**config.mk**
```make
export PLATFORM = sky130hd
export DESIGN_NAME = tifc_ctrl
export DESIGN_NICKNAME = d
export VERILOG_FILES = /design/src/pkg/tifc_pkg.sv /design/src/design/tifc_ctrl.sv
export SDC_FILE = /design/constraint.sdc
export NUM_CORES = 1
export LEC_CHECK = 0
export BUFFER_PORTS_ARGS = -buffer_cell sky130_fd_sc_hd__buf_2
export CAP_MARGIN = 0
export CORE_MARGIN = 2
export CORE_UTILIZATION = 49
export CTS_BUF_LIST = sky130_fd_sc_hd__clkbuf_8 sky130_fd_sc_hd__clkbuf_16
export CTS_CLUSTER_DIAMETER = 120
export CTS_CLUSTER_SIZE = 25
export DETAILED_ROUTE_END_ITERATION = 10
export HOLD_SLACK_MARGIN = 0.08
export PLACE_DENSITY = 0.95
export SYNTH_ARGS = -nofsm -noshare
export SYNTH_HDL_FRONTEND = slang
export SYNTH_SLANG_ARGS = --single-unit
export TNS_END_PERCENT = 30
```
**constraint.sdc**
```tcl
create_clock -name clock -period 3 [get_ports clock]
set_clock_uncertainty 0.2 [all_clocks]
set_input_delay 0.3 -clock clock [delete_from_list [all_inputs] [get_ports clock]]
set_output_delay 0.3 -clock clock [all_outputs]
set_load 0.01 [all_outputs]
```
**src/pkg/tifc_pkg.sv**
```systemverilog
// Constants shared by the trap and request flag controller
package tifc_pkg;
  // Register byte offsets on the bus
  localparam logic [7:0] OFS_TRAP = 8'h00;
  localparam logic [7:0] OFS_VEC = 8'h04;
  localparam logic [7:0] OFS_FLAG = 8'h08;
  localparam logic [7:0] OFS_LEVEL = 8'h0C;
  localparam int DEC_W = 8;
  localparam int REG_W = 16;
  localparam int LVL_W = 3;
  localparam int EXT_N = 3;
  // Trap and nesting control fields
  localparam int NEST_BIT = 15;
  localparam int OVA_FLAG = 14;
  localparam int OVB_FLAG = 13;
  localparam int CATA_FLAG = 12;
  localparam int CATB_FLAG = 11;
  localparam int OVA_TE = 10;
  localparam int OVB_TE = 9;
  localparam int CAT_TE = 8;
  localparam int SHIFT_FLAG = 7;
  localparam int DIV_FLAG = 6;
  localparam int DMA_FLAG = 5;
  localparam int MATH_FLAG = 4;
  localparam int ADDR_FLAG = 3;
  localparam int STACK_FLAG = 2;
  localparam int OSC_FLAG = 1;
  // Vector select and edge polarity fields
  localparam int ALT_BIT = 15;
  localparam int HOLD_BIT = 14;
  localparam int RSVD_HI = 13;
  localparam int RSVD_LO = 3;
  // Request flag fields
  localparam int EXT0_FLAG = 0;
  localparam int PER_LO = 1;
  localparam int PER_HI = 14;
  // Writable masks and reset values
  localparam logic [15:0] TRAP_WMASK = 16'hFFFE;
  localparam logic [15:0] VEC_WMASK = 16'h8007;
  localparam logic [15:0] FLAG_WMASK = 16'h7FFF;
  localparam logic [15:0] TRAP_RST = 16'h0000;
  localparam logic [15:0] VEC_RST = 16'h0000;
  localparam logic [15:0] FLAG_RST = 16'h0000;
  localparam logic [2:0] LVL_RST = 3'h0;
  localparam logic [2:0] LVL_MASKED = 3'h7;
  localparam logic [2:0] EXT_RST = 3'h0;
  localparam logic [1:0] HRESP_OKAY = 2'h0;
  localparam logic [31:0] RD_ZERO = 32'h00000000;
endpackage

```
**src/design/tifc_ctrl.sv**
```systemverilog
// Trap flags, nesting control, vector select and request flag bank
//
// Notes on behaviour
// - Nesting-off bit 15 set blocks nesting; entry then raises level to seven.
// - Accumulator A/B overflow trap sets flag bit 14 or 13.
// - Catastrophic overflow trap of A/B sets flag bit 12 or 11.
// - Overflow traps of A/B happen only with enable bit 10 or 9.
// - Catastrophic overflow traps happen only with enable bit 8 set.
// - Invalid accumulator shift math trap sets bit 7.
// - Divide by zero math trap sets bit 6.
// - DMA controller error trap sets bit 5.
// - Any math error trap sets bit 4.
// - Address error trap sets bit 3.
// - Stack error trap sets bit 2.
// - Oscillator failure trap sets bit 1.
// - Alternate table select bit 15 picks the alternate vector table.
// - Read-only bit 14 shows an active interrupt hold instruction.
// - Bits 13 to 3 of the vector register read zero.
// - Polarity bits 2..0: one is falling edge, zero rising edge.
// - Flag bits 14..8 set by their own peripheral requests.
// - Flag bits 7..0 set by their requests, bit 0 by external input 0.
// - Request flags set by hardware stay set until software clears.
// - Priority level is read-only while nesting is off.
//
// Local design decisions: the AHB-Lite slave port and the register offsets.
`timescale 1ns/1ps
module tifc_ctrl (
  // Clock, reset, enable
  input wire logic clock,
  input wire logic sys_rst,
  input wire logic clkEn,
  // AHB-Lite slave
  input wire logic hsel,
  input wire logic [31:0] haddr,
  input wire logic [1:0] htrans,
  input wire logic hwrite,
  input wire logic [2:0] hsize,
  input wire logic [31:0] hwdata,
  input wire logic hready,
  output logic hreadyout,
  output logic [1:0] hresp,
  output logic [31:0] hrdata,
  // Trap causes from the core, one-cycle pulses
  input wire logic accAOvf,
  input wire logic accBOvf,
  input wire logic accACat,
  input wire logic accBCat,
  input wire logic badShift,
  input wire logic divZero,
  input wire logic dmaFault,
  input wire logic addrFault,
  input wire logic stackFault,
  input wire logic oscFault,
  // Core status and entry
  input wire logic irqHold,
  input wire logic irqEntry,
  input wire logic [2:0] irqEntryLevel,
  // Request sources
  input wire logic [2:0] extIn,
  input wire logic [14:1] periphReq,
  // Results to the core
  output logic trapReq,
  output logic mathTrap,
  output logic nestingOff,
  output logic altTableSelect,
  output logic [2:0] extEdge,
  output logic [15:0] requestFlags,
  output logic [2:0] cpuLevel
);

  logic [15:0] trap_reg;
  logic [15:0] trap_next;
  logic [15:0] vec_reg;
  logic [15:0] vec_next;
  logic [15:0] flag_reg;
  logic [15:0] flag_next;
  logic [2:0] level_reg;
  logic [2:0] level_next;
  logic [2:0] extPrev_reg;
  wire [2:0] edgeNow;
  logic wrPend_reg;
  logic [7:0] wrAddr_reg;
  logic addrPhase;
  logic rdReq;
  logic wTrap;
  logic wVec;
  logic wFlag;
  logic wLevel;
  logic setOvA;
  logic setOvB;
  logic setCatA;
  logic setCatB;
  logic mathEv;
  logic anyTrap;
  logic [15:0] trapSet;
  logic [15:0] flagSet;
  logic [31:0] rdData;

  // Bus decode; a read right behind a write waits one cycle so it
  // sees the freshly written value
  assign addrPhase = hsel & hready & htrans[1];
  assign rdReq = hsel & htrans[1] & ~hwrite;
  // Held low while frozen so no transfer completes untaken
  assign hreadyout = clkEn & ~(wrPend_reg & rdReq);
  assign hresp = tifc_pkg::HRESP_OKAY;

  // Write strobes fall in the data phase, when hwdata is valid
  assign wTrap = clkEn & wrPend_reg & (wrAddr_reg == tifc_pkg::OFS_TRAP);
  assign wVec = clkEn & wrPend_reg & (wrAddr_reg == tifc_pkg::OFS_VEC);
  assign wFlag = clkEn & wrPend_reg & (wrAddr_reg == tifc_pkg::OFS_FLAG);
  assign wLevel = clkEn & wrPend_reg
                  & (wrAddr_reg == tifc_pkg::OFS_LEVEL);

  // Address phase capture for writes
  always_ff @(posedge clock) begin
    if (sys_rst) begin
      wrPend_reg <= 1'b0;
      wrAddr_reg <= tifc_pkg::OFS_TRAP;
    end else if (clkEn) begin
      wrPend_reg <= addrPhase & hwrite;
      if (addrPhase) begin
        wrAddr_reg <= haddr[tifc_pkg::DEC_W-1:0];
      end
    end
  end

  // Read mux; unmapped offsets read zero and writes there are dropped
  always_comb begin
    rdData = tifc_pkg::RD_ZERO;
    unique case (haddr[tifc_pkg::DEC_W-1:0])
      tifc_pkg::OFS_TRAP: rdData[15:0] = trap_reg;
      tifc_pkg::OFS_VEC: begin
        rdData[15:0] = vec_reg & tifc_pkg::VEC_WMASK;
        rdData[tifc_pkg::HOLD_BIT] = irqHold;
      end
      tifc_pkg::OFS_FLAG: rdData[15:0] = flag_reg;
      tifc_pkg::OFS_LEVEL: rdData[2:0] = level_reg;
      default: rdData = tifc_pkg::RD_ZERO;
    endcase
  end

  // Read data register, loaded at the accepted address phase
  always_ff @(posedge clock) begin
    if (sys_rst) begin
      hrdata <= tifc_pkg::RD_ZERO;
    end else if (clkEn && addrPhase && !hwrite) begin
      hrdata <= rdData;
    end
  end

  // Trap causes, each gated by its enable where one exists
  assign setOvA = accAOvf & trap_reg[tifc_pkg::OVA_TE];
  assign setOvB = accBOvf & trap_reg[tifc_pkg::OVB_TE];
  assign setCatA = accACat & trap_reg[tifc_pkg::CAT_TE];
  assign setCatB = accBCat & trap_reg[tifc_pkg::CAT_TE];
  assign mathEv = setOvA | setOvB | setCatA | setCatB
                  | badShift | divZero;
  assign anyTrap = mathEv | dmaFault | addrFault | stackFault | oscFault;

  // Set vector for the trap register
  always_comb begin
    trapSet = tifc_pkg::TRAP_RST;
    trapSet[tifc_pkg::OVA_FLAG] = setOvA;
    trapSet[tifc_pkg::OVB_FLAG] = setOvB;
    trapSet[tifc_pkg::CATA_FLAG] = setCatA;
    trapSet[tifc_pkg::CATB_FLAG] = setCatB;
    trapSet[tifc_pkg::SHIFT_FLAG] = badShift;
    trapSet[tifc_pkg::DIV_FLAG] = divZero;
    trapSet[tifc_pkg::DMA_FLAG] = dmaFault;
    trapSet[tifc_pkg::MATH_FLAG] = mathEv;
    trapSet[tifc_pkg::ADDR_FLAG] = addrFault;
    trapSet[tifc_pkg::STACK_FLAG] = stackFault;
    trapSet[tifc_pkg::OSC_FLAG] = oscFault;
  end

  // Set beats a same-cycle software clear, so no trap is lost
  assign trap_next = (wTrap ? (hwdata[15:0] & tifc_pkg::TRAP_WMASK)
                     : trap_reg) | trapSet;

  // Trap register and trap pulses to the core
  always_ff @(posedge clock) begin
    if (sys_rst) begin
      trap_reg <= tifc_pkg::TRAP_RST;
      trapReq <= 1'b0;
      mathTrap <= 1'b0;
    end else if (clkEn) begin
      trap_reg <= trap_next;
      trapReq <= anyTrap;
      mathTrap <= mathEv;
    end
  end

  assign nestingOff = trap_reg[tifc_pkg::NEST_BIT];

  // Vector select and polarity; the hold bit is never stored
  assign vec_next = wVec ? (hwdata[15:0] & tifc_pkg::VEC_WMASK) : vec_reg;

  always_ff @(posedge clock) begin
    if (sys_rst) begin
      vec_reg <= tifc_pkg::VEC_RST;
    end else if (clkEn) begin
      vec_reg <= vec_next;
    end
  end

  assign altTableSelect = vec_reg[tifc_pkg::ALT_BIT];

  // Edge detect per external input, polarity chosen per input
  genvar gi;
  generate
    for (gi = 0; gi < tifc_pkg::EXT_N; gi++) begin : g_ext
      assign edgeNow[gi] = vec_reg[gi]
                           ? (extPrev_reg[gi] & ~extIn[gi])
                           : (~extPrev_reg[gi] & extIn[gi]);
    end
  endgenerate

  // Previous input sample and registered edge pulses
  always_ff @(posedge clock) begin
    if (sys_rst) begin
      extPrev_reg <= tifc_pkg::EXT_RST;
      extEdge <= tifc_pkg::EXT_RST;
    end else if (clkEn) begin
      extPrev_reg <= extIn;
      extEdge <= edgeNow;
    end
  end

  // Request flag set vector; bit 15 is not implemented
  always_comb begin
    flagSet = tifc_pkg::FLAG_RST;
    flagSet[tifc_pkg::PER_HI:tifc_pkg::PER_LO] = periphReq;
    flagSet[tifc_pkg::EXT0_FLAG] = edgeNow[0];
  end

  // Flags hold until software writes zero; a new request wins
  assign flag_next = (wFlag ? (hwdata[15:0] & tifc_pkg::FLAG_WMASK)
                     : flag_reg) | flagSet;

  always_ff @(posedge clock) begin
    if (sys_rst) begin
      flag_reg <= tifc_pkg::FLAG_RST;
    end else if (clkEn) begin
      flag_reg <= flag_next;
    end
  end

  assign requestFlags = flag_reg;

  // Priority level: entry from the core wins over a software write
  always_comb begin
    level_next = level_reg;
    if (wLevel && !nestingOff) begin
      level_next = hwdata[2:0];
    end
    if (irqEntry) begin
      level_next = nestingOff ? tifc_pkg::LVL_MASKED : irqEntryLevel;
    end
  end

  always_ff @(posedge clock) begin
    if (sys_rst) begin
      level_reg <= tifc_pkg::LVL_RST;
    end else if (clkEn) begin
      level_reg <= level_next;
    end
  end

  assign cpuLevel = level_reg;

  // Checks
  AST_NEST_MASK: assert property (@(posedge clock) disable iff (sys_rst)
    clkEn && irqEntry && nestingOff |=> cpuLevel == 3'h7)
    else $error("entry with nesting off did not mask");

  AST_OVA_FLAG: assert property (@(posedge clock) disable iff (sys_rst)
    clkEn && accAOvf && trap_reg[10] |=> trap_reg[14] && trap_reg[4])
    else $error("overflow A flag not set");

  AST_CATB_FLAG: assert property (@(posedge clock) disable iff (sys_rst)
    clkEn && accBCat && trap_reg[8] |=> trap_reg[11] && trapReq)
    else $error("catastrophic B flag not set");

  AST_OVB_GATED: assert property (@(posedge clock) disable iff (sys_rst)
    clkEn && accBOvf && !trap_reg[9] && !trap_reg[13] && !wTrap
    |=> !trap_reg[13])
    else $error("overflow B trapped while disabled");

  AST_CAT_GATED: assert property (@(posedge clock) disable iff (sys_rst)
    clkEn && accACat && !trap_reg[8] && !trap_reg[12] && !wTrap
    |=> !trap_reg[12])
    else $error("catastrophic trap while disabled");

  AST_SHIFT: assert property (@(posedge clock) disable iff (sys_rst)
    clkEn && badShift |=> trap_reg[7] && trap_reg[4] && mathTrap)
    else $error("shift error not flagged");

  AST_DIV: assert property (@(posedge clock) disable iff (sys_rst)
    clkEn && divZero |=> trap_reg[6] && trap_reg[4])
    else $error("divide error not flagged");

  AST_DMA: assert property (@(posedge clock) disable iff (sys_rst)
    clkEn && dmaFault |=> trap_reg[5] && trapReq)
    else $error("dma error not flagged");

  AST_MATH_ONLY: assert property (@(posedge clock) disable iff (sys_rst)
    clkEn && !trap_reg[4] && !mathEv && !wTrap |=> !trap_reg[4])
    else $error("math flag set without cause");

  AST_ADDR: assert property (@(posedge clock) disable iff (sys_rst)
    clkEn && addrFault |=> trap_reg[3] && trapReq)
    else $error("address error not flagged");

  AST_STACK: assert property (@(posedge clock) disable iff (sys_rst)
    clkEn && stackFault |=> trap_reg[2] && trapReq)
    else $error("stack error not flagged");

  AST_OSC: assert property (@(posedge clock) disable iff (sys_rst)
    clkEn && oscFault |=> trap_reg[1] && trapReq)
    else $error("oscillator error not flagged");

  AST_ALT: assert property (@(posedge clock) disable iff (sys_rst)
    wVec |=> altTableSelect == $past(hwdata[15]))
    else $error("alternate table select not written");

  AST_HOLD_RD: assert property (@(posedge clock) disable iff (sys_rst)
    clkEn && addrPhase && !hwrite && haddr[7:0] == 8'h04
    |=> hrdata[14] == $past(irqHold) && hrdata[13:3] == 11'h000)
    else $error("vector register readback wrong");

  AST_EDGE: assert property (@(posedge clock) disable iff (sys_rst)
    clkEn && vec_reg[0] && extPrev_reg[0] && !extIn[0]
    |=> extEdge[0] && requestFlags[0])
    else $error("falling edge on input 0 missed");

  AST_PERIPH: assert property (@(posedge clock) disable iff (sys_rst)
    clkEn && periphReq[8] |=> requestFlags[8])
    else $error("peripheral request not flagged");

  AST_FLAG_KEEP: assert property (@(posedge clock) disable iff (sys_rst)
    clkEn && flag_reg[14] && !wFlag |=> flag_reg[14])
    else $error("request flag dropped without a write");

  AST_LEVEL_LOCK: assert property (@(posedge clock) disable iff (sys_rst)
    clkEn && nestingOff && !irqEntry |=> cpuLevel == $past(cpuLevel))
    else $error("level changed while nesting off");

  AST_TRAP_KEEP: assert property (@(posedge clock) disable iff (sys_rst)
    clkEn && trap_reg[3] && !wTrap |=> trap_reg[3])
    else $error("trap flag dropped without a write");

endmodule

```
==> reports/qor.csv, run 1 <==
stage;metric;value;unit
worst_setup_path;timing.rr.start;wrAddr_reg[2]$_SDFFE_PP0P_;
worst_setup_path;r2r-end;trap_reg[7]$_SDFFE_PP0P_;
timing;fin_crit;2540;ps
timing;slew_headroom;0.515;
finish;area_delta_synth_final;36.2;%
worst_setup_path;cp-end-kind;flip-flop;
power_and_ir_drop;power_frac_seq;0.520;
finish;final_area;4340;um2
timing;finalCritPeriodShare;0.848;
yosys;yosys.cell_types.count;36;
worst_setup_path;regToRegSetupSlack;460;ps
timing;fmax;393;MHz
floorplanning;die-height;84.6;um
yosys;syn_inst;363;
finish;drive_gt1_frac;0.254;
routing;routed-wl-met3;681;um
worst_setup_path;cp.required;3020;ps
clocking;cts_resized;0;
global_routing;grt_pass1_vias;3257;
routing;drt_drc_violations_left;0;
worst_setup_path;reg2reg_depth;5;
hold_path;whs_path_depth;3;
finish;fill_cells;483;
worst_setup_path;path_buf_inv;1;
worst_setup_path;crit_path_max_incr_delay;580;ps
routing;wirelength;9750;um
routing;firstDrtPassIters;5;
finish;multi_input_area;1590;um2
clocking;cts_max_path_buffers;2;
hold_path;worstHoldStart;hwdata[3];
hold_path;hold_path.class;input port to flip-flop;
worst_setup_path;critPathSlowestCell;nand3_1;
worst_setup_path;crit_family;simple AND/OR/NAND/NOR gates;
finish;mostFrequentLayoutCell;buf_2;
power_and_ir_drop;power.internal;0.00141;W
routing;vias;3291;
routing;wl_per_cell;16.4;um
floorplanning;rows;29;
floorplanning;fp.dieW;84.6;um
routing;dr_wl_met2;4630;um
routing;drt_iter0_drc;346;
timing;tightest_slew;725;ps
power_and_ir_drop;p_clk_frac;0.332;
routing;ant_nets;0;
placed_design;port-buffer-count;104;
power_and_ir_drop;p_leak;2.06;nW
clocking;cts_root_buf;clkbuf_8;
floorplanning;start_util;0.505;
clocking;post_cts_buffers;0;
clocking;cts_tree;done;
timing;setup_tns;0;ps
power_and_ir_drop;power_switching;0.000489;W
finish;regArea;1400;um2
worst_setup_path;critPathLaunchType;flip-flop;
global_routing;gr-total-overflow;0;
timing;hold_viol;0;
finish;layout_common_cells;buf_2 (104), nand2_1 (77), dfxtp_1 (70);
finish;fin_util;0.687;
yosys;netlist_area;3190;um2
run_status;status;finished, final reports clean;
placed_design;hpwl;6100;um
finish;nNetsFinal;620;
placed_design;place_area;3630;um2
routing;m1WireLength;3910;um
floorplanning;die_area;7160;um2
routing;topRoutingLayerUsed;met4;
power_and_ir_drop;power.density;437;nW/um2
run;cap_violations;0;
worst_setup_path;critical_path.max_fanout;15;
hold_path;worstHoldEndpoint;requestFlags[3]$_SDFFE_PP0P_;
clocking;path_clk_slew;70;ps
yosys;yosysWarnings;0;
routing;viasPerCell;5.55;
worst_setup_path;critPathKind;flip-flop to flip-flop;
clocking;cts_max_level;3;
floorplanning;ios;168;
power_and_ir_drop;p_sw_frac;0.258;
yosys;avgSynthCellArea;8.78;um2
finish;largest_reg_flops;16;
timing;rsz0062_at_grt;false;
worst_setup_path;setup.worst_path.start;wrAddr_reg[2]$_SDFFE_PP0P_;
worst_setup_path;path_cells;nor3_2, nand3_1, nand2_1, a31oi_1, dlygate4sd3_1;
placed_design;dp.cells;524;
finish;stdcell_count;593;
power_and_ir_drop;combPwrFrac;0.147;
finish;diodes;0;
floorplanning;core_area;6310;um2
timing;slew_viol_final;0;
placed_design;gp_congestion;0.815;
global_routing;antenna_found_initial;0;
clocking;clkLatencyLatePin;330;ps
global_routing;grt_pass1_wl;15300;um
timing;final-setup-viol-count;0;
global_routing;grt_use_total;0.272;
yosys;synth.ff_latch_count;70;
global_routing;grt_max_degree;43;
clocking;clock-sinks;70;
yosys;ys_seq_area_frac;0.440;
worst_setup_path;critPathArrivalTime;2570;ps
clocking;hold_buffers;55;
power_and_ir_drop;vdd_drop_max;0.347;mV
clocking;cts_made_buffers;9;
-- synthesized netlist by cell type --
library cell	count	area (um2)
nand3b_1	1	7.51
nand2b_2	1	8.76
nand4_1	2	12.5
and3_1	1	6.26
buf_1	3	11.3
nand2_1	77	289
conb_1	1	3.75
mux4_2	2	45.0
and4bb_2	1	12.5
nor3_1	2	10.0
and4b_1	1	10.0
o21ai_2	1	8.76
a211oi_1	3	22.5
nand3_4	1	17.5
nor2_1	29	109
o22ai_1	4	25.0
nor4_1	2	12.5
nor2b_1	5	31.3
nand2b_1	5	31.3
clkbuf_1	7	26.3
o21ai_0	2	10.0
buf_6	2	22.5
mux2i_1	37	370
a21boi_0	1	7.51
buf_4	23	173
o2bb2ai_1	11	96.3
a21oi_1	32	160
dfxtp_1	70	1400
nor3_2	1	10.0
and4bb_4	1	16.3
nand3_1	7	35.0
and4_1	1	8.76
a31oi_1	11	68.8
mux2_2	3	33.8
a22oi_1	5	37.5
buf_2	7	35.0
-- power by group through the flow --
stage / Sequential [W] / Clock (W) / Combinational, W
after global placement: 0.00100 / 0 / 0.000209
after detailed placement: 0.00101 / 0 / 0.000215
after global routing: 0.000989 / 0.000679 / 0.000303
after CTS: 0.000984 / 0.000635 / 0.000270
after floorplan: 0.00101 / 0 / 0.000132
final: 0.000986 / 0.000630 / 0.000279
-- worst reg2reg max path, cell delays in order, from the launching register on --
cell and delay [ps]:
dfxtp_1 340, nor3_2 300, nand3_1 580, nand2_1 310, a31oi_1 130, dlygate4sd3_1 580
-- layer usage --
layer,up-vias,global-route usage
met1,1518,0.326
met3,57,0.0482
met2,193,0.441
met5,-,0
li1,1523,-
met4,0,0.189
-- worst max-delay path by stage --
stage | endpoint | slack [ps] | depth (start not counted)
CTS | trap_reg[14]$_SDFFE_PP0P_ | 550 | 5
floorplan | cpuLevel[0]$_SDFFE_PP0P_ | 1380 | 5
detailed placement | hrdata[9]$_SDFFE_PP0P_ | 760 | 5
global route | trap_reg[7]$_SDFFE_PP0P_ | 270 | 5
global placement | hrdata[11]$_SDFFE_PP0P_ | 830 | 5
finish | trap_reg[7]$_SDFFE_PP0P_ | 460 | 5
-- cell type report --
cell class              count  area share
clock buffers              10      0.0317
clock inverters             4     0.00404
multi-input cells         269       0.365
flip-flops and latches     70       0.323
well taps                  77      0.0222
repair buffers            163       0.254
-- logic make-up after synthesis --
| logic type | synth area share |
|---|---|
| other | 0.00118 |
| buffers and inverters | 0.0840 |
| multiplexers | 0.141 |
| AO/OA/AOI/OAI | 0.137 |
| flip-flops | 0.440 |
| AND/OR/NAND/NOR | 0.197 |
-- through the flow --
stage	hold WS, ps	total power [W]	setup WS [ps]
6_report	105	0.00189	457
5_1_grt	111	0.00197	273
4_1_cts	95.6	0.00189	547
3_5_place_dp	246	0.00122	761
3_3_place_gp	241	0.00121	834
2_1_floorplan	232	0.00114	1380
Note: power is estimated with default switching activity, not from simulation.
==> run 2: changes to the inputs <==
- CORE_UTILIZATION: 49 -> 45
- PLACE_DENSITY: 0.95 -> 0.9
- clock period: 3 -> 2.6 ns (I/O delays scaled with it)
==> run 2 against run 1 <==
Compared with the run above:
- first-iteration DRC count is 23% lower
- non-clock buffer count up 11
- highest routed layer unchanged
- sequential share of layout area decreased by 1.2 points
- sequential cell count unchanged
- power is 24% higher
- utilization fell by 2.7 points
- cell area is 3.9% higher
- cell count up 5.4%
- register-to-register slack got worse by 230 ps
==> reports/qor.csv, run 2 (synthesis results as in run 1) <==
stage;metric;value;unit;change
routing;drt_iter0_drc;266;;was 346
floorplanning;fp.dieW;88.2;um;was 84.6 um
global_routing;grt_max_degree;32;;was 43
timing;tightest_slew;559;ps;was 725 ps
timing;rsz0062_at_grt;false;;unchanged
power_and_ir_drop;vdd_drop_max;0.352;mV;was 0.347 mV
global_routing;gr-total-overflow;0;;unchanged
clocking;cts_made_buffers;9;;unchanged
floorplanning;core_area;6830;um2;was 6310 um2
worst_setup_path;critPathSlowestCell;dlygate4sd3_1;;was nand3_1
finish;diodes;0;;unchanged
floorplanning;rows;30;;was 29
worst_setup_path;critPathLaunchType;flip-flop;;unchanged
finish;stdcell_count;625;;was 593
finish;mostFrequentLayoutCell;buf_2;;unchanged
global_routing;grt_pass1_wl;16100;um;was 15300 um
worst_setup_path;critPathKind;flip-flop to flip-flop;;unchanged
floorplanning;start_util;0.466;;was 0.505
finish;final_area;4510;um2;was 4340 um2
timing;finalCritPeriodShare;0.913;;was 0.848
power_and_ir_drop;p_total;0.00235;W;was 0.00189 W
finish;nNetsFinal;631;;was 620
floorplanning;ios;168;;unchanged
global_routing;grt_use_total;0.273;;was 0.272
timing;fmax;421;MHz;was 393 MHz
clocking;cts_root_buf;clkbuf_8;;unchanged
routing;viasPerCell;5.39;;was 5.55
routing;ant_nets;0;;unchanged
power_and_ir_drop;power.density;521;nW/um2;was 437 nW/um2
placed_design;place_area;3670;um2;was 3630 um2
finish;drive_gt1_frac;0.261;;was 0.254
hold_path;hold_path.class;input port to flip-flop;;unchanged
clocking;cts_max_level;3;;unchanged
routing;vias;3371;;was 3291
clocking;path_clk_slew;80;ps;was 70 ps
finish;fin_util;0.660;;was 0.687
placed_design;dp.cells;545;;was 524
worst_setup_path;cp-end-kind;flip-flop;;unchanged
timing;slew_headroom;0.627;;was 0.515
finish;area_delta_synth_final;41.5;%;was 36.2%
routing;wl_per_cell;16.5;um;was 16.4 um
worst_setup_path;critical_path.max_fanout;15;;unchanged
placed_design;port-buffer-count;104;;unchanged
worst_setup_path;crit_family;simple AND/OR/NAND/NOR gates;;unchanged
worst_setup_path;path_cells;nor3_1, and3_2, nand2_1, a31oi_1, dlygate4sd3_1;;was nor3_2, nand3_1, nand2_1, a31oi_1, dlygate4sd3_1
timing;final-setup-viol-count;0;;unchanged
run_status;status;finished, final reports clean;;unchanged
clocking;cts_max_path_buffers;2;;unchanged
finish;layout_common_cells;buf_2 (104), nand2_1 (77), dfxtp_1 (70);;unchanged
timing;hold_viol;0;;unchanged
routing;wirelength;10300;um;was 9750 um
routing;drt_drc_violations_left;0;;unchanged
clocking;post_cts_buffers;0;;unchanged
placed_design;gp_congestion;0.847;;was 0.815
floorplanning;die_area;7770;um2;was 7160 um2
finish;fill_cells;539;;was 483
floorplanning;die-height;88.2;um;was 84.6 um
finish;largest_reg_flops;16;;unchanged
worst_setup_path;crit_path_max_incr_delay;590;ps;was 580 ps
worst_setup_path;critPathArrivalTime;2460;ps;was 2570 ps
worst_setup_path;cp.required;2690;ps;was 3020 ps
run;cap_violations;0;;unchanged
timing;setup_tns;0;ps;unchanged
clocking;clkLatencyLatePin;350;ps;was 330 ps
timing;fin_crit;2370;ps;was 2540 ps
worst_setup_path;path_buf_inv;1;;unchanged
placed_design;hpwl;6230;um;was 6100 um
power_and_ir_drop;p_leak;2.12;nW;was 2.06 nW
clocking;cts_tree;done;;unchanged
clocking;clock-sinks;70;;unchanged
global_routing;antenna_found_initial;0;;unchanged
timing;slew_viol_final;0;;unchanged
routing;firstDrtPassIters;5;;unchanged
global_routing;grt_pass1_vias;3396;;was 3257
-- run 2: cell count changes in the layout (fill, tap and decap cells not counted) --
cell           previous run  this run
nand3_1                   7         6
buf_4                     4         6
nand3_2                   0         1
and3_2                    0         1
clkinvlp_4                0         3
clkbuf_8                 10         9
and3_1                    1         0
dlygate4sd3_1            55        64
bufinv_16                 0         1
inv_1                     2         1
-- run 2: cell type report --
| cell class | count | area [um2] | area share |
|---|---|---|---|
| repair buffers | 174 | 1210 | 0.267 |
| multi-input cells | 269 | 1590 | 0.353 |
| clock inverters | 7 | 66.3 | 0.0147 |
| clock buffers | 9 | 124 | 0.0275 |
| well taps | 96 | 120 | 0.0266 |
| flip-flops and latches | 70 | 1400 | 0.311 |
-- run 2: stage by stage --
stage | hold WS, ps | worst slack [ps]
after floorplan | 196 | 1020
after global placement | 242 | 506
after detailed placement | 249 | 405
after CTS | 84.3 | 135
after global routing | 132 | 84.6
final | 82.1 | 227
-- run 2: report_power, final --
| group | internal (W) | total, W | switching [W] |
|---|---|---|---|
| Clock | 0.000436 | 0.000870 | 0.000434 |
| Sequential | 0.00111 | 0.00114 | 0.0000290 |
| Combinational | 0.000172 | 0.000340 | 0.000168 |
-- run 2: path summary, 6_finish.rpt --
path | startpoint | end | slack [ps] | cells past startpoint
worst max-delay path | wrAddr_reg[1]$_SDFFE_PP0P_ | trap_reg[12]$_SDFFE_PP0P_ | 230 | 5
worst min-delay path | irqHold | hrdata[14]$_SDFFE_PP0P_ | 80 | 5
worst max register to register | wrAddr_reg[1]$_SDFFE_PP0P_ | trap_reg[12]$_SDFFE_PP0P_ | 230 | 5
worst min register to register | wrAddr_reg[6]$_SDFFE_PP0P_ | wrAddr_reg[6]$_SDFFE_PP0P_ | 270 | 2
-- run 2: worst reg2reg max path, stage by stage, from the launching register on --
cell and delay [ps]:
dfxtp_1 340, nor3_1 380, and3_2 490, nand2_1 140
a31oi_1 170, dlygate4sd3_1 590
-- run 2: routing by layer --
metal	share of wire	track usage	up-vias
met1	0.39	0.319	1564
met4	0.051	0.171	0
met2	0.49	0.450	208
met5	0	0	-
li1	-	-	1547
met3	0.075	0.0688	52
-- run 2: what timing repair did --
action / CTS / global route
endpoints found under the setup margin: 0 / 9
endpoints found under the hold margin: 47 / 0
resized for setup: 0 / 2
hold buffers: 64 / 0
==> run 3: changes to the inputs <==
- BUFFER_PORTS_ARGS: -buffer_cell sky130_fd_sc_hd__buf_2 -> not set
- CORE_UTILIZATION: 45 -> 62
- DONT_BUFFER_PORTS: not set -> 1
- PLACE_DENSITY: 0.9 -> 0.88
==> run 3 against run 2 <==
Compared with the run above:
- hold slack gained 10 ps
- setup slack lost 70 ps
- sequential cell count is the same
- power shrank 4.1%
- sequential share of layout area grew 2.1 points
- largest cell class unchanged
==> reports/qor.csv, run 3 (synthesis results as in run 1) <==
stage;metric;value;unit;change
worst_setup_path;timing.rr.start;wrAddr_reg[0]$_SDFFE_PP0P_;;was wrAddr_reg[1]$_SDFFE_PP0P_
floorplanning;fp.dieW;75.7;um;was 88.2 um
clocking;cts_tree;done;;unchanged
run_status;status;finished, final reports clean;;unchanged
timing;rsz0062_at_grt;false;;unchanged
clocking;cts_made_buffers;9;;unchanged
finish;mostFrequentLayoutCell;dlygate4sd3_1;;was buf_2
global_routing;gr-total-overflow;0;;unchanged
clocking;cts_max_path_buffers;2;;unchanged
power_and_ir_drop;power.density;533;nW/um2;was 521 nW/um2
floorplanning;die_area;5730;um2;was 7770 um2
worst_setup_path;critPathKind;input port to flip-flop;;was flip-flop to flip-flop
timing;hold_viol;0;;unchanged
timing;fin_crit;2440;ps;was 2370 ps
routing;wl_per_cell;19.4;um;was 16.5 um
worst_setup_path;critical_path.max_fanout;39;;was 15
global_routing;antenna_found_initial;0;;unchanged
finish;diodes;0;;unchanged
timing;finalCritPeriodShare;0.940;;was 0.913
clocking;path_clk_slew;70;ps;was 80 ps
routing;firstDrtPassIters;7;;was 5
power_and_ir_drop;power.internal;0.00170;W;was 0.00172 W
power_and_ir_drop;p_sw_frac;0.244;;was 0.269
finish;area_delta_synth_final;32.6;%;was 41.5%
finish;fill_cells;291;;was 539
floorplanning;rows;26;;was 30
power_and_ir_drop;p_leak;1.77;nW;was 2.12 nW
routing;viasPerCell;5.96;;was 5.39
clocking;cts_max_level;3;;unchanged
timing;fmax;409;MHz;was 421 MHz
clocking;clock-sinks;70;;unchanged
timing;slew_viol_final;0;;unchanged
routing;wirelength;10100;um;was 10300 um
finish;layout_common_cells;dlygate4sd3_1 (91), nand2_1 (77), dfxtp_1 (70);;was buf_2 (104), nand2_1 (77), dfxtp_1 (70)
global_routing;grt_use_total;0.348;;was 0.273
timing;setup_tns;0;ps;unchanged
floorplanning;core_area;5040;um2;was 6830 um2
routing;ant_nets;0;;unchanged
worst_setup_path;critPathLaunchType;input port;;was flip-flop
placed_design;hpwl;5160;um;was 6230 um
worst_setup_path;cp.required;2670;ps;was 2690 ps
worst_setup_path;setup.worst_path.start;clkEn;;was wrAddr_reg[1]$_SDFFE_PP0P_
floorplanning;start_util;0.632;;was 0.466
power_and_ir_drop;p_total;0.00225;W;was 0.00235 W
routing;vias;3081;;was 3371
power_and_ir_drop;power_switching;0.000551;W;was 0.000631 W
floorplanning;die-height;75.7;um;was 88.2 um
hold_path;worstHoldStart;badShift;;was irqHold
global_routing;grt_use_met1;0.395;;was 0.319
run;cap_violations;0;;unchanged
hold_path;hold_path.class;input port to flip-flop;;unchanged
global_routing;grt_pass1_vias;3063;;was 3396
global_routing;grt_use_met3;0.0952;;was 0.0688
routing;drt_iter0_drc;218;;was 266
placed_design;dp_slack;559;ps;was 405 ps
placed_design;gp_congestion;0.734;;was 0.847
worst_setup_path;critPathArrivalTime;2520;ps;was 2460 ps
placed_design;port-buffer-count;0;;was 104
clocking;clkLatencyLatePin;330;ps;was 350 ps
clocking;cts_root_buf;clkbuf_8;;unchanged
finish;final_area;4230;um2;was 4510 um2
clocking;post_cts_buffers;0;;unchanged
global_routing;grt_pass1_wl;14600;um;was 16100 um
finish;largest_reg_flops;16;;unchanged
finish;nNetsFinal;550;;was 631
power_and_ir_drop;power_frac_seq;0.512;;was 0.485
global_routing;grt_max_degree;63;;was 32
power_and_ir_drop;p_clk_frac;0.363;;was 0.370
timing;tightest_slew;977;ps;was 559 ps
timing;final-setup-viol-count;0;;unchanged
placed_design;place_area;3070;um2;was 3670 um2
global_routing;grt.busiest_layer;met2;;unchanged
power_and_ir_drop;combPwrFrac;0.125;;was 0.145
floorplanning;ios;168;;unchanged
finish;drive_gt1_frac;0.0626;;was 0.261
global_routing;met2_usage;0.588;;was 0.450
timing;slew_headroom;0.348;;was 0.627
power_and_ir_drop;vdd_drop_max;0.575;mV;was 0.352 mV
timing;fin_ws;157;ps;was 227 ps
worst_setup_path;cp-end-kind;flip-flop;;unchanged
routing;drt_drc_violations_left;0;;unchanged
run 3: cell types whose count changed in the layout (fill, tap and decap cells not counted), sizes merged:
cell | previous run | this run
buf | 110 | 2
bufinv | 1 | 0
dlygate4sd3 | 64 | 91
inv | 1 | 2
clkbuf | 9 | 13
clkinvlp | 3 | 0
clkinv | 2 | 0
run 3: power by group through the flow:
stage	clock, W	combinational (W)	sequential, W
2_1_floorplan	0	0.000153	0.00117
3_3_place_gp	0	0.000108	0.00117
3_5_place_dp	0	0.000114	0.00118
4_1_cts	0.000814	0.000264	0.00115
5_1_grt	0.000857	0.000303	0.00116
6_report	0.000817	0.000282	0.00115
run 3: area by class of cell:
class | instances | area, um2 | share of cell area
multi-input combinational | 269 | 1590 | 0.377
sequential | 70 | 1400 | 0.332
timing repair buffer | 93 | 958 | 0.227
clock buffer | 13 | 179 | 0.0423
tap | 70 | 87.6 | 0.0207
clock inverter | 2 | 7.51 | 0.00178
run 3: worst paths after layout:
kind	to	slack, ps	cells past startpoint
worst max-delay path	requestFlags[2]$_SDFFE_PP0P_	160	6
worst min register to register	wrAddr_reg[1]$_SDFFE_PP0P_	280	2
worst min-delay path	trapReq$_SDFFE_PP0P_	90	4
worst max register to register	trap_reg[1]$_SDFFE_PP0P_	200	5
run 3: repair_timing:
action	in CTS	in global routing
resized for setup	0	2
hold endpoints to repair	70	0
setup endpoints to repair	0	5
hold buffers	93	0
run 3: routing by layer:
layer  vias to the layer above  wire length [um]
li1                       1383                 -
met1                      1442              3670
met2                       196              4990
met3                        60               896
met4                         0               494
met5                         -                 0
run 3: worst max-delay path, cell delays in order:
cell           delay, ps
dlygate4sd3_1        600
buf_12               230
nand2_1              100
dlygate4sd3_1        610
a21oi_1              130
dlygate4sd3_1        570
run 3: per-stage QoR:
step	util	cells	hold slack, ps
floorplan	-	381	196
global placement	0.610	409	134
detailed placement	0.610	409	136
CTS	0.837	517	81.2
global route	0.838	517	94.7
finish	0.838	517	92.6
